--- config.mk ---
export PLATFORM = sky130hd
export DESIGN_NAME = wpc_top
export DESIGN_NICKNAME = d
export VERILOG_FILES = /design/src/hdl/wpc_pkg.sv /design/src/hdl/wpc_fifo.sv /design/src/hdl/wpc_top.sv
export VERILOG_INCLUDE_DIRS = /design/src /design/src/hdl
export SDC_FILE = /design/constraint.sdc
export NUM_CORES = 1
export LEC_CHECK = 0
export BUFFER_PORTS_ARGS = -buffer_cell sky130_fd_sc_hd__buf_4
export CAP_MARGIN = 20
export CORE_MARGIN = 4
export CORE_UTILIZATION = 41
export CTS_BUF_LIST = sky130_fd_sc_hd__clkbuf_8
export DETAILED_ROUTE_END_ITERATION = 7
export HOLD_SLACK_MARGIN = 0.1
export PLACE_DENSITY = 0.62
export SYNTH_ARGS = -nofsm -noshare
export SYNTH_HDL_FRONTEND = slang
export SYNTH_HIERARCHICAL = 1
export SYNTH_SLANG_ARGS = --single-unit
--- constraint.sdc ---
create_clock -name ref_clk -period 4.5 [get_ports ref_clk]
set_input_delay 0 -clock ref_clk [delete_from_list [all_inputs] [get_ports ref_clk]]
set_output_delay 0 -clock ref_clk [all_outputs]
set_load 0.005 [all_outputs]
--- src/hdl/wpc_defs.svh ---
// Purpose: Constants for the write precompensation and head toggle block
// Assumes: 40 MHz ref_clk, APB slave with 32-bit data
// Notes:   Counts are derived from the times; tick and window are
//          programmable inside their tolerance ranges
//
// What this block does
// - Each raw write pulse the buffer accepts opens a compensation window of about 1 us.
// - Early and late are caught on the pulse and steer that pulse's tap.
// - A repeating tick of 150-250 ns, nominally 170 ns, runs in the window.
// - Ticks shift a register whose early, on-time, late taps rise in turn.
// - Late flag picks late tap, early flag early tap, neither on-time.
// - The chosen tap reaches the drive stream only with precomp enabled.
// - At window end the taps clear and the engine idles for the next pulse.
// - The head flip-flop toggles on each leading edge of the stream.
// - With write gate, head set drives the positive winding, cleared the negative one.
// - Without write gate the head flip-flop is held clear.
`ifndef WPC_DEFS_SVH
`define WPC_DEFS_SVH

`define WPC_CLK_NS        25
`define WPC_WIN_MIN_NS    900
`define WPC_WIN_MAX_NS    1000
`define WPC_TICK_MIN_NS   150
`define WPC_TICK_NOM_NS   170
`define WPC_TICK_MAX_NS   250

`define WPC_WIN_MIN_CYC   ((`WPC_WIN_MIN_NS + `WPC_CLK_NS - 1) / `WPC_CLK_NS)
`define WPC_WIN_MAX_CYC   (`WPC_WIN_MAX_NS / `WPC_CLK_NS)
`define WPC_TICK_MIN_CYC  ((`WPC_TICK_MIN_NS + `WPC_CLK_NS - 1) / `WPC_CLK_NS)
`define WPC_TICK_MAX_CYC  (`WPC_TICK_MAX_NS / `WPC_CLK_NS)
`define WPC_TICK_NOM_CYC  ((`WPC_TICK_NOM_NS + `WPC_CLK_NS / 2) / `WPC_CLK_NS)

`define WPC_CTRL_OFF      12'h000
`define WPC_STATUS_OFF    12'h004
`define WPC_OVR_OFF       12'h008

`define WPC_CTRL_PCE      0
`define WPC_CTRL_TICK_LSB 8
`define WPC_CTRL_TICK_MSB 11
`define WPC_CTRL_WIN_LSB  16
`define WPC_CTRL_WIN_MSB  21

`define WPC_ST_HEAD       0
`define WPC_ST_BUSY       1
`define WPC_ST_GATE       2
`define WPC_ST_FULL       3
`define WPC_ST_CNT_LSB    16

`define WPC_PCE_RST       1'b0

`endif

--- src/hdl/wpc_pkg.sv ---
// Purpose: Types for the write precompensation block
// Assumes: Constants live in wpc_defs.svh
// Notes:   None
package wpc_pkg;

  typedef struct packed {
    logic early;
    logic late;
  } wpc_flags_t;

  typedef enum logic [0:0] {
    WPC_IDLE = 1'b0,
    WPC_RUN  = 1'b1
  } wpc_state_t;

endpackage : wpc_pkg

--- src/hdl/wpc_fifo.sv ---
// Purpose: Small valid/ready buffer between pulse capture and the engine
// Assumes: DEPTH is a power of two
// Notes:   Push while full is refused through inReady
module wpc_fifo #(
  parameter int WIDTH = 2,
  parameter int DEPTH = 2
) (
  input  wire logic             clk,
  input  wire logic             rst_n,
  input  wire logic             inValid,
  output logic                  inReady,
  input  wire logic [WIDTH-1:0] inData,
  output logic                  outValid,
  input  wire logic             outReady,
  output logic      [WIDTH-1:0] outData
);
  localparam int AW = (DEPTH > 1) ? $clog2(DEPTH) : 1;

  logic [WIDTH-1:0] mem [DEPTH];
  logic [AW-1:0]    wrPtr;
  logic [AW-1:0]    rdPtr;
  logic [AW:0]      count;
  logic [AW-1:0]    next_wrPtr;
  logic [AW-1:0]    next_rdPtr;
  logic [AW:0]      next_count;
  logic             push;
  logic             pop;

  assign inReady  = (count != (AW+1)'(DEPTH));
  assign outValid = (count != '0);
  assign outData  = mem[rdPtr];
  assign push     = inValid & inReady;
  assign pop      = outValid & outReady;

  always_comb begin
    next_wrPtr = push ? wrPtr + 1'b1 : wrPtr;
    next_rdPtr = pop ? rdPtr + 1'b1 : rdPtr;
    next_count = count + (AW+1)'(push) - (AW+1)'(pop);
  end

  always_ff @(posedge clk or negedge rst_n) begin
    if (!rst_n) begin
      wrPtr <= '0;
      rdPtr <= '0;
      count <= '0;
    end else begin
      wrPtr <= next_wrPtr;
      rdPtr <= next_rdPtr;
      count <= next_count;
    end
  end

  // Storage has no reset; entries are only read once valid
  always_ff @(posedge clk) begin
    if (push) begin
      mem[wrPtr] <= inData;
    end
  end

endmodule : wpc_fifo

--- src/hdl/wpc_top.sv ---
// Purpose: Write precompensation and head-drive toggle with APB control
// Assumes: Raw pulse, flags and write gate are asynchronous pins
// Notes:   One-shots are replaced by ref_clk counters; a pulse arriving
//          while the engine runs waits in a two-entry buffer, or is lost when both entries are full
//
// Design decisions made here: the APB slave port and the placing of the registers.
`include "wpc_defs.svh"

module wpc_top (
  input  wire logic                ref_clk,
  input  wire logic                rst_n,
  input  wire logic                raw_write_pulse,
  input  wire logic                early_in,
  input  wire logic                late_in,
  input  wire logic                write_gate_in,
  output logic                     pulseReady,
  output logic                     compensated_write_stream,
  output logic                     head_drive_pos,
  output logic                     head_drive_neg,
  input  wire logic                psel,
  input  wire logic                penable,
  input  wire logic                pwrite,
  input  wire logic [11:0]         paddr,
  input  wire logic [31:0]         pwdata,
  input  wire logic [3:0]          pstrb,
  output logic      [31:0]         prdata,
  output logic                     pready,
  output logic                     pslverr
);
  import wpc_pkg::*;

  localparam logic [3:0] TICK_MIN = 4'(`WPC_TICK_MIN_CYC);
  localparam logic [3:0] TICK_MAX = 4'(`WPC_TICK_MAX_CYC);
  localparam logic [3:0] TICK_NOM = 4'(`WPC_TICK_NOM_CYC);
  localparam logic [5:0] WIN_MIN  = 6'(`WPC_WIN_MIN_CYC);
  localparam logic [5:0] WIN_MAX  = 6'(`WPC_WIN_MAX_CYC);

  // Reset release
  logic [1:0] rstPipe;
  logic       rstSync_n;

  always_ff @(posedge ref_clk or negedge rst_n) begin
    if (!rst_n) begin
      rstPipe <= 2'h0;
    end else begin
      rstPipe <= {rstPipe[0], 1'b1};
    end
  end

  assign rstSync_n = rstPipe[1];

  // Pin synchronisers: stage one feeds stage two only
  logic [3:0] pinMeta;
  logic [3:0] pinSync;
  logic       pulseLast;
  logic       pulseRise;
  logic       gateSync;
  wpc_flags_t flagSync;

  always_ff @(posedge ref_clk or negedge rstSync_n) begin
    if (!rstSync_n) begin
      pinMeta   <= 4'h0;
      pinSync   <= 4'h0;
      pulseLast <= 1'b0;
    end else begin
      pinMeta   <= {write_gate_in, late_in, early_in, raw_write_pulse};
      pinSync   <= pinMeta;
      pulseLast <= pinSync[0];
    end
  end

  assign pulseRise      = pinSync[0] & ~pulseLast;
  assign flagSync = '{early: pinSync[1], late: pinSync[2]};
  assign gateSync       = pinSync[3];

  // Control register fields
  logic       precompEnable;
  logic [3:0] tickCycles;
  logic [5:0] winCycles;
  logic       next_precompEnable;
  logic [3:0] next_tickCycles;
  logic [5:0] next_winCycles;

  // Capture buffer; flags travel with their pulse
  wpc_flags_t capFlags;
  wpc_flags_t bufFlags;
  logic       bufValid;
  logic       bufPop;

  assign capFlags = flagSync;

  wpc_fifo #(
    .WIDTH ($bits(wpc_flags_t)),
    .DEPTH (2)
  ) u_buf (
    .clk      (ref_clk),
    .rst_n    (rstSync_n),
    .inValid  (pulseRise),
    .inReady  (pulseReady),
    .inData   (capFlags),
    .outValid (bufValid),
    .outReady (bufPop),
    .outData  (bufFlags)
  );

  // Compensation engine
  wpc_state_t state;
  wpc_state_t next_state;
  wpc_flags_t heldFlags;
  wpc_flags_t next_heldFlags;
  logic [5:0] winCnt;
  logic [5:0] next_winCnt;
  logic [3:0] tickCnt;
  logic [3:0] next_tickCnt;
  logic [2:0] taps;
  logic [2:0] next_taps;
  logic       tick;
  logic       selTap;
  logic       streamNext;
  logic       stream;

  assign bufPop = (state == WPC_IDLE) & bufValid;
  assign tick   = (state == WPC_RUN) && (tickCnt == 4'h0);

  always_comb begin
    next_state     = state;
    next_heldFlags = heldFlags;
    next_winCnt    = winCnt;
    next_tickCnt   = tickCnt;
    next_taps      = taps;
    case (state)
      WPC_IDLE: begin
        next_taps = 3'h0;
        if (bufValid) begin
          next_heldFlags = bufFlags;
          next_winCnt    = winCycles - 6'h1;
          next_tickCnt   = tickCycles - 4'h1;
          next_state     = WPC_RUN;
        end
      end
      WPC_RUN: begin
        if (tick) begin
          next_tickCnt = tickCycles - 4'h1;
          next_taps    = {taps[1:0], 1'b1};
        end else begin
          next_tickCnt = tickCnt - 4'h1;
        end
        if (winCnt == 6'h0) begin
          next_taps  = 3'h0;
          next_state = WPC_IDLE;
        end else begin
          next_winCnt = winCnt - 6'h1;
        end
      end
      default: begin
        next_state = WPC_IDLE;
        next_taps  = 3'h0;
      end
    endcase
  end

  always_ff @(posedge ref_clk or negedge rstSync_n) begin
    if (!rstSync_n) begin
      state     <= WPC_IDLE;
      heldFlags <= '0;
      winCnt    <= 6'h0;
      tickCnt   <= 4'h0;
      taps      <= 3'h0;
    end else begin
      state     <= next_state;
      heldFlags <= next_heldFlags;
      winCnt    <= next_winCnt;
      tickCnt   <= next_tickCnt;
      taps      <= next_taps;
    end
  end

  // Late wins if a faulty controller raises both flags
  always_comb begin
    if (heldFlags.late) begin
      selTap = taps[2];
    end else if (heldFlags.early) begin
      selTap = taps[0];
    end else begin
      selTap = taps[1];
    end
    streamNext = selTap & precompEnable;
  end

  always_ff @(posedge ref_clk or negedge rstSync_n) begin
    if (!rstSync_n) begin
      stream <= 1'b0;
    end else begin
      stream <= streamNext;
    end
  end

  assign compensated_write_stream = stream;

  // Head drive flip-flop
  logic headFf;
  logic next_headFf;
  logic streamLast;
  logic gateLast;

  always_comb begin
    if (!gateSync) begin
      next_headFf = 1'b0;
    end else if (stream & ~streamLast) begin
      next_headFf = ~headFf;
    end else begin
      next_headFf = headFf;
    end
  end

  // Current only flows while the gate is open
  always_ff @(posedge ref_clk or negedge rstSync_n) begin
    if (!rstSync_n) begin
      headFf         <= 1'b0;
      streamLast     <= 1'b0;
      gateLast       <= 1'b0;
      head_drive_pos <= 1'b0;
      head_drive_neg <= 1'b0;
    end else begin
      headFf         <= next_headFf;
      streamLast     <= stream;
      gateLast       <= gateSync;
      head_drive_pos <= next_headFf & gateSync;
      head_drive_neg <= ~next_headFf & gateSync;
    end
  end

  // Statistics: pulses taken and pulses lost to a full buffer
  logic [15:0] pulseCount;
  logic [15:0] next_pulseCount;
  logic [15:0] overrunCount;
  logic [15:0] next_overrunCount;
  logic        overrunEvent;

  assign overrunEvent = pulseRise & ~pulseReady;

  // APB decode
  logic apbWrite;
  logic apbRead;
  logic hitCtrl;
  logic hitStatus;
  logic hitOvr;
  logic hitAny;
  logic [31:0] next_prdata;
  logic        next_pslverr;
  logic [31:0] wdMasked;
  logic [31:0] ctrlWord;

  assign pready    = 1'b1;
  assign apbWrite  = psel & penable & pwrite;
  assign apbRead   = psel & penable & ~pwrite;
  assign hitCtrl   = (paddr == `WPC_CTRL_OFF);
  assign hitStatus = (paddr == `WPC_STATUS_OFF);
  assign hitOvr    = (paddr == `WPC_OVR_OFF);
  assign hitAny    = hitCtrl | hitStatus | hitOvr;

  always_comb begin
    ctrlWord = 32'h0;
    ctrlWord[`WPC_CTRL_PCE] = precompEnable;
    ctrlWord[`WPC_CTRL_TICK_MSB:`WPC_CTRL_TICK_LSB] = tickCycles;
    ctrlWord[`WPC_CTRL_WIN_MSB:`WPC_CTRL_WIN_LSB] = winCycles;
  end

  generate
    for (genvar b = 0; b < 4; b++) begin : g_strb
      assign wdMasked[8*b +: 8] = pstrb[b] ? pwdata[8*b +: 8]
                                           : ctrlWord[8*b +: 8];
    end
  endgenerate

  // Out-of-range timing is clamped so the window always fits three ticks
  always_comb begin
    next_precompEnable = precompEnable;
    next_tickCycles    = tickCycles;
    next_winCycles     = winCycles;
    if (apbWrite && hitCtrl) begin
      next_precompEnable = wdMasked[`WPC_CTRL_PCE];
      next_tickCycles = wdMasked[`WPC_CTRL_TICK_MSB:`WPC_CTRL_TICK_LSB];
      next_winCycles  = wdMasked[`WPC_CTRL_WIN_MSB:`WPC_CTRL_WIN_LSB];
      if (next_tickCycles < TICK_MIN) next_tickCycles = TICK_MIN;
      if (next_tickCycles > TICK_MAX) next_tickCycles = TICK_MAX;
      if (next_winCycles < WIN_MIN) next_winCycles = WIN_MIN;
      if (next_winCycles > WIN_MAX) next_winCycles = WIN_MAX;
    end
  end

  always_ff @(posedge ref_clk or negedge rstSync_n) begin
    if (!rstSync_n) begin
      precompEnable <= `WPC_PCE_RST;
      tickCycles    <= TICK_NOM;
      winCycles     <= WIN_MAX;
    end else begin
      precompEnable <= next_precompEnable;
      tickCycles    <= next_tickCycles;
      winCycles     <= next_winCycles;
    end
  end

  // Counters: a new event in the clearing cycle still counts
  always_comb begin
    next_pulseCount   = pulseCount;
    next_overrunCount = overrunCount;
    if (gateSync & ~gateLast) begin
      next_pulseCount = 16'h0;
    end
    if (bufPop) begin
      next_pulseCount = next_pulseCount + 16'h1;
    end
    if (apbWrite && hitOvr) begin
      next_overrunCount = 16'h0;
    end
    if (overrunEvent && (next_overrunCount != 16'hffff)) begin
      next_overrunCount = next_overrunCount + 16'h1;
    end
  end

  always_ff @(posedge ref_clk or negedge rstSync_n) begin
    if (!rstSync_n) begin
      pulseCount   <= 16'h0;
      overrunCount <= 16'h0;
    end else begin
      pulseCount   <= next_pulseCount;
      overrunCount <= next_overrunCount;
    end
  end

  // Read data is registered for the setup cycle, valid in access
  always_comb begin
    next_prdata  = 32'h0;
    next_pslverr = 1'b0;
    if (psel && !penable && !pwrite) begin
      if (hitCtrl) begin
        next_prdata = ctrlWord;
      end else if (hitStatus) begin
        next_prdata[`WPC_ST_HEAD] = headFf;
        next_prdata[`WPC_ST_BUSY] = (state == WPC_RUN) | bufValid;
        next_prdata[`WPC_ST_GATE] = gateSync;
        next_prdata[`WPC_ST_FULL] = ~pulseReady;
        next_prdata[`WPC_ST_CNT_LSB +: 16] = pulseCount;
      end else if (hitOvr) begin
        next_prdata[15:0] = overrunCount;
      end
    end
    if (psel && !penable && !hitAny) begin
      next_pslverr = 1'b1;
    end
  end

  logic [31:0] rdHold;
  logic        errHold;

  always_ff @(posedge ref_clk or negedge rstSync_n) begin
    if (!rstSync_n) begin
      rdHold  <= 32'h0;
      errHold <= 1'b0;
    end else begin
      rdHold  <= next_prdata;
      errHold <= next_pslverr;
    end
  end

  assign prdata  = (apbRead) ? rdHold : 32'h0;
  assign pslverr = psel & penable & errHold;

endmodule : wpc_top

==> flow_summary.yaml <==
run_status:
  status: "completed"
grt:
  grt_max_degree: 76
  grt_pass1_vias: 4394
  grt_first_pass_wirelength_um: 21400
  antenna_found_initial: 0
  grt_overflow: 0
  grt_use_total: 0.181
setup_path:
  path_buf_inv: 5
  critPathSlowestCell: "dlygate4sd3_1"
  cpPeakStageDelay_ns: 0.63
  path_class: "in -> reg"
  cp_top_family: "buffers and inverters"
  crit_chain: "dlygate4sd3_1 > buf_4 > nor4_2 > dlygate4sd3_1 > nand3_1 > dlygate4sd3_1 > nor4_1 > dlygate4sd3_1"
  crit_path_start_kind: "input pin"
  critPathRequiredTime_ns: 4.87
  arrival_ns: 3.22
  crit_top_cell: "dlygate4sd3_1"
  cp_max_fo: 5
  crit_path_end_kind: "register"
clock_network:
  cts_hold_buf: 35
  clk_pin_slew_worst_paths_ns: 0.06
  cts-resized-gates: 0
  post-cts-setup-buffers: 0
  cts_root_buffer: "clkbuf_8"
  cts_tree: "yes"
  h-tree-depth: 4
  insertion_delay_ns: 0.44
  clock_path_buffers: 2
  cts_inserted_buffers: 17
  clock-sinks: 116
yosys:
  ys_async_sr_fraction: 0.966
  ys_ff_latch: 116
  syn_avg_cell_area_um2: 10.5
  synth_cells: 525
  synth-edff-count: 4
  synthFlopType: "dfrtp_1"
  seq_area_frac_synth: 0.533
  yosysWarnings: 6
  synth_cell_type_count: 60
  synthesis.area_um2: 5490
timing:
  finalSetupViolations: 0
  final_hold_viol_count: 0
  slew_headroom: 0.363
  min_period_ns: 2.86
  rsz0062_at_grt: "false"
  finClkSkew_ns: 0.00889
  post-route-period-util: 0.635
  finalSetupTns_ns: 0
  worstMarginPinSlew_ns: 0.955
  max_freq_mhz: 350
  report.final.slew_viol_count: 0
floorplanning:
  die_area_um2: 15300
  io_pins: 95
  start_util: 0.416
  die_w_um: 124
  rows: 42
  core_um2: 13200
  die_y_um: 124
pwr:
  p_leak_nw: 3.17
  ir_worst_vdd_uv: 179
  total_power_w: 0.00286
  power_density_nw_per_um2: 411
route:
  drc_errors: 0
  drt-initial-drc-count: 267
  antenna_left: 0
  via_per_inst: 5.24
  vias: 4325
  wl_per_cell_um: 15.6
  firstDrtPassIters: 4
  wirelength_um: 12800
flow_run:
  cap_viol_max_count: 0
cells_and_area:
  layout.nets: 701
  fillers: 1205
  drive_above_1_share: 0.202
  antennaDiodeCount: 0
  syn2layout_area_growth_pct: 26.5
min_path:
  min_path_type: "in -> reg"
placed_design:
  gp_congestion: 0.797
  dp_hpwl_um: 8900
  numPortBuffers: 71
power by group:
group,internal [W],switching [W]
Sequential,0.00119,0.000155
Combinational,0.000283,0.000282
Clock,0.000542,0.000408
path summary, 6_finish.rpt:
path                                       from                       end  slack [ns]  depth (start not counted)
setup / recovery                       paddr[8]       rdHold[0]$_DFF_PN0_        1.64                          8
hold / removal                        paddr[10]       rdHold[4]$_DFF_PN0_        0.12                          4
setup reg to reg                state$_DFF_PN0_  u_buf/count[1]$_DFF_PN0_        2.02                          9
hold reg to reg            pinMeta[3]$_DFF_PN0_      pinSync[3]$_DFF_PN0_        0.35                          0
max in group asynchronous  rstPipe[1]$_DFF_PN0_  head_drive_neg$_DFF_PN0_        3.02                          1
min in group asynchronous                 rst_n      rstPipe[1]$_DFF_PN0_        0.41                          3
cells in the mapped netlist (3+ instances only):
master	instances	area [µm²]
or3_1	7	43.8
o21ai_0	17	85.1
mux2_2	8	90.1
or2_2	3	18.8
o211ai_1	6	45.0
nor4b_1	4	35.0
nor2b_1	4	25.0
a21oi_1	14	70.1
nand2b_1	15	93.8
nor3b_1	4	30.0
inv_1	16	60.1
edfxtp_1	4	120
dfrtp_1	107	2680
xor2_1	7	61.3
dfstp_2	5	131
xnor2_1	13	114
nor4_2	3	37.5
ha_1	7	87.6
nand3_1	13	65.1
clkbuf_1	12	45.0
nand4_1	11	68.8
a31oi_1	4	25.0
and2_1	53	332
or4_1	8	60.1
nand2_1	41	154
nor3_1	13	65.1
a211oi_1	3	22.5
a22oi_1	14	105
nor2_1	40	150
and3_1	8	50.1
mux2i_1	12	120
and4_1	4	35.0
nor4_1	11	68.8
layout make-up:
type / instances / area [µm²] / area share
Sequential cell: 116 / 2930 / 0.422
Multi-Input combinational cell: 376 / 2430 / 0.350
Timing Repair Buffer: 109 / 903 / 0.130
Clock buffer: 21 / 289 / 0.0416
Tap cell: 176 / 220 / 0.0317
Clock inverter: 11 / 109 / 0.0157
Inverter: 17 / 63.8 / 0.00918
placed cells by master (no fill, tap or decap), types with 11 or more instances in the layout:
cell type	count
a21oi_1	14
a22oi_1	14
and2_1	53
buf_4	73
clkbuf_8	21
dfrtp_1	106
dlygate4sd3_1	35
inv_1	18
mux2i_1	12
nand2_1	41
nand2b_1	15
nand3_1	13
nand4_1	11
nor2_1	40
nor3_1	13
nor4_1	11
o21ai_0	17
xnor2_1	13
registers in the layout, summed over array words and instances, names as in the netlist, 2 cells and up:
signal	cells
rstPipe	2
u_buf/count	2
winCnt	6
heldFlags	2
pulseCount	16
rdHold	32
u_buf/mem	4
tickCycles	4
taps	3
pinSync	4
tickCnt	4
overrunCount	16
pinMeta	4
winCycles	6
tightest hold or removal path, delay by kind of cell:
| kind | cells | cell delay (ns) |
|---|---|---|
| and+or+nand+nor | 3 | 0.42 |
| buffers and inverters | 1 | 0.10 |
metrics by stage:
step,area [µm²],util,setup WS [ns],cells,hold WS [ns]
floorplan,5500,-,1.16,526,-0.296
global placement,6200,0.470,2.08,758,-0.217
detailed placement,6200,0.470,2.02,758,-0.216
CTS,6950,0.527,1.69,825,0.103
global route,6950,0.527,1.53,826,0.130
finish,6950,0.527,1.64,826,0.120
kinds of logic after synthesis:
| family | Yosys count | share of synthesized area |
|---|---|---|
| AND/OR/NAND/NOR | 253 | 0.266 |
| flip-flops | 116 | 0.533 |
| AO/OA/AOI/OAI | 74 | 0.0893 |
| buffers and inverters | 34 | 0.0246 |
| XOR/XNOR | 20 | 0.0319 |
| multiplexers | 20 | 0.0383 |
| adder cells (fa/ha/maj) | 7 | 0.0159 |
| other | 1 | 0.000683 |
metal layers:
metal | wire (µm) | share of wire | vias up | global-route usage
met5 | 0 | 0 | - | 0
met4 | 215 | 0.017 | 0 | 0.0637
met3 | 634 | 0.049 | 16 | 0.0468
met2 | 6510 | 0.51 | 83 | 0.308
met1 | 5490 | 0.43 | 2139 | 0.224
li1 | - | - | 2087 | -
Power figures use the tool's default switching activity.
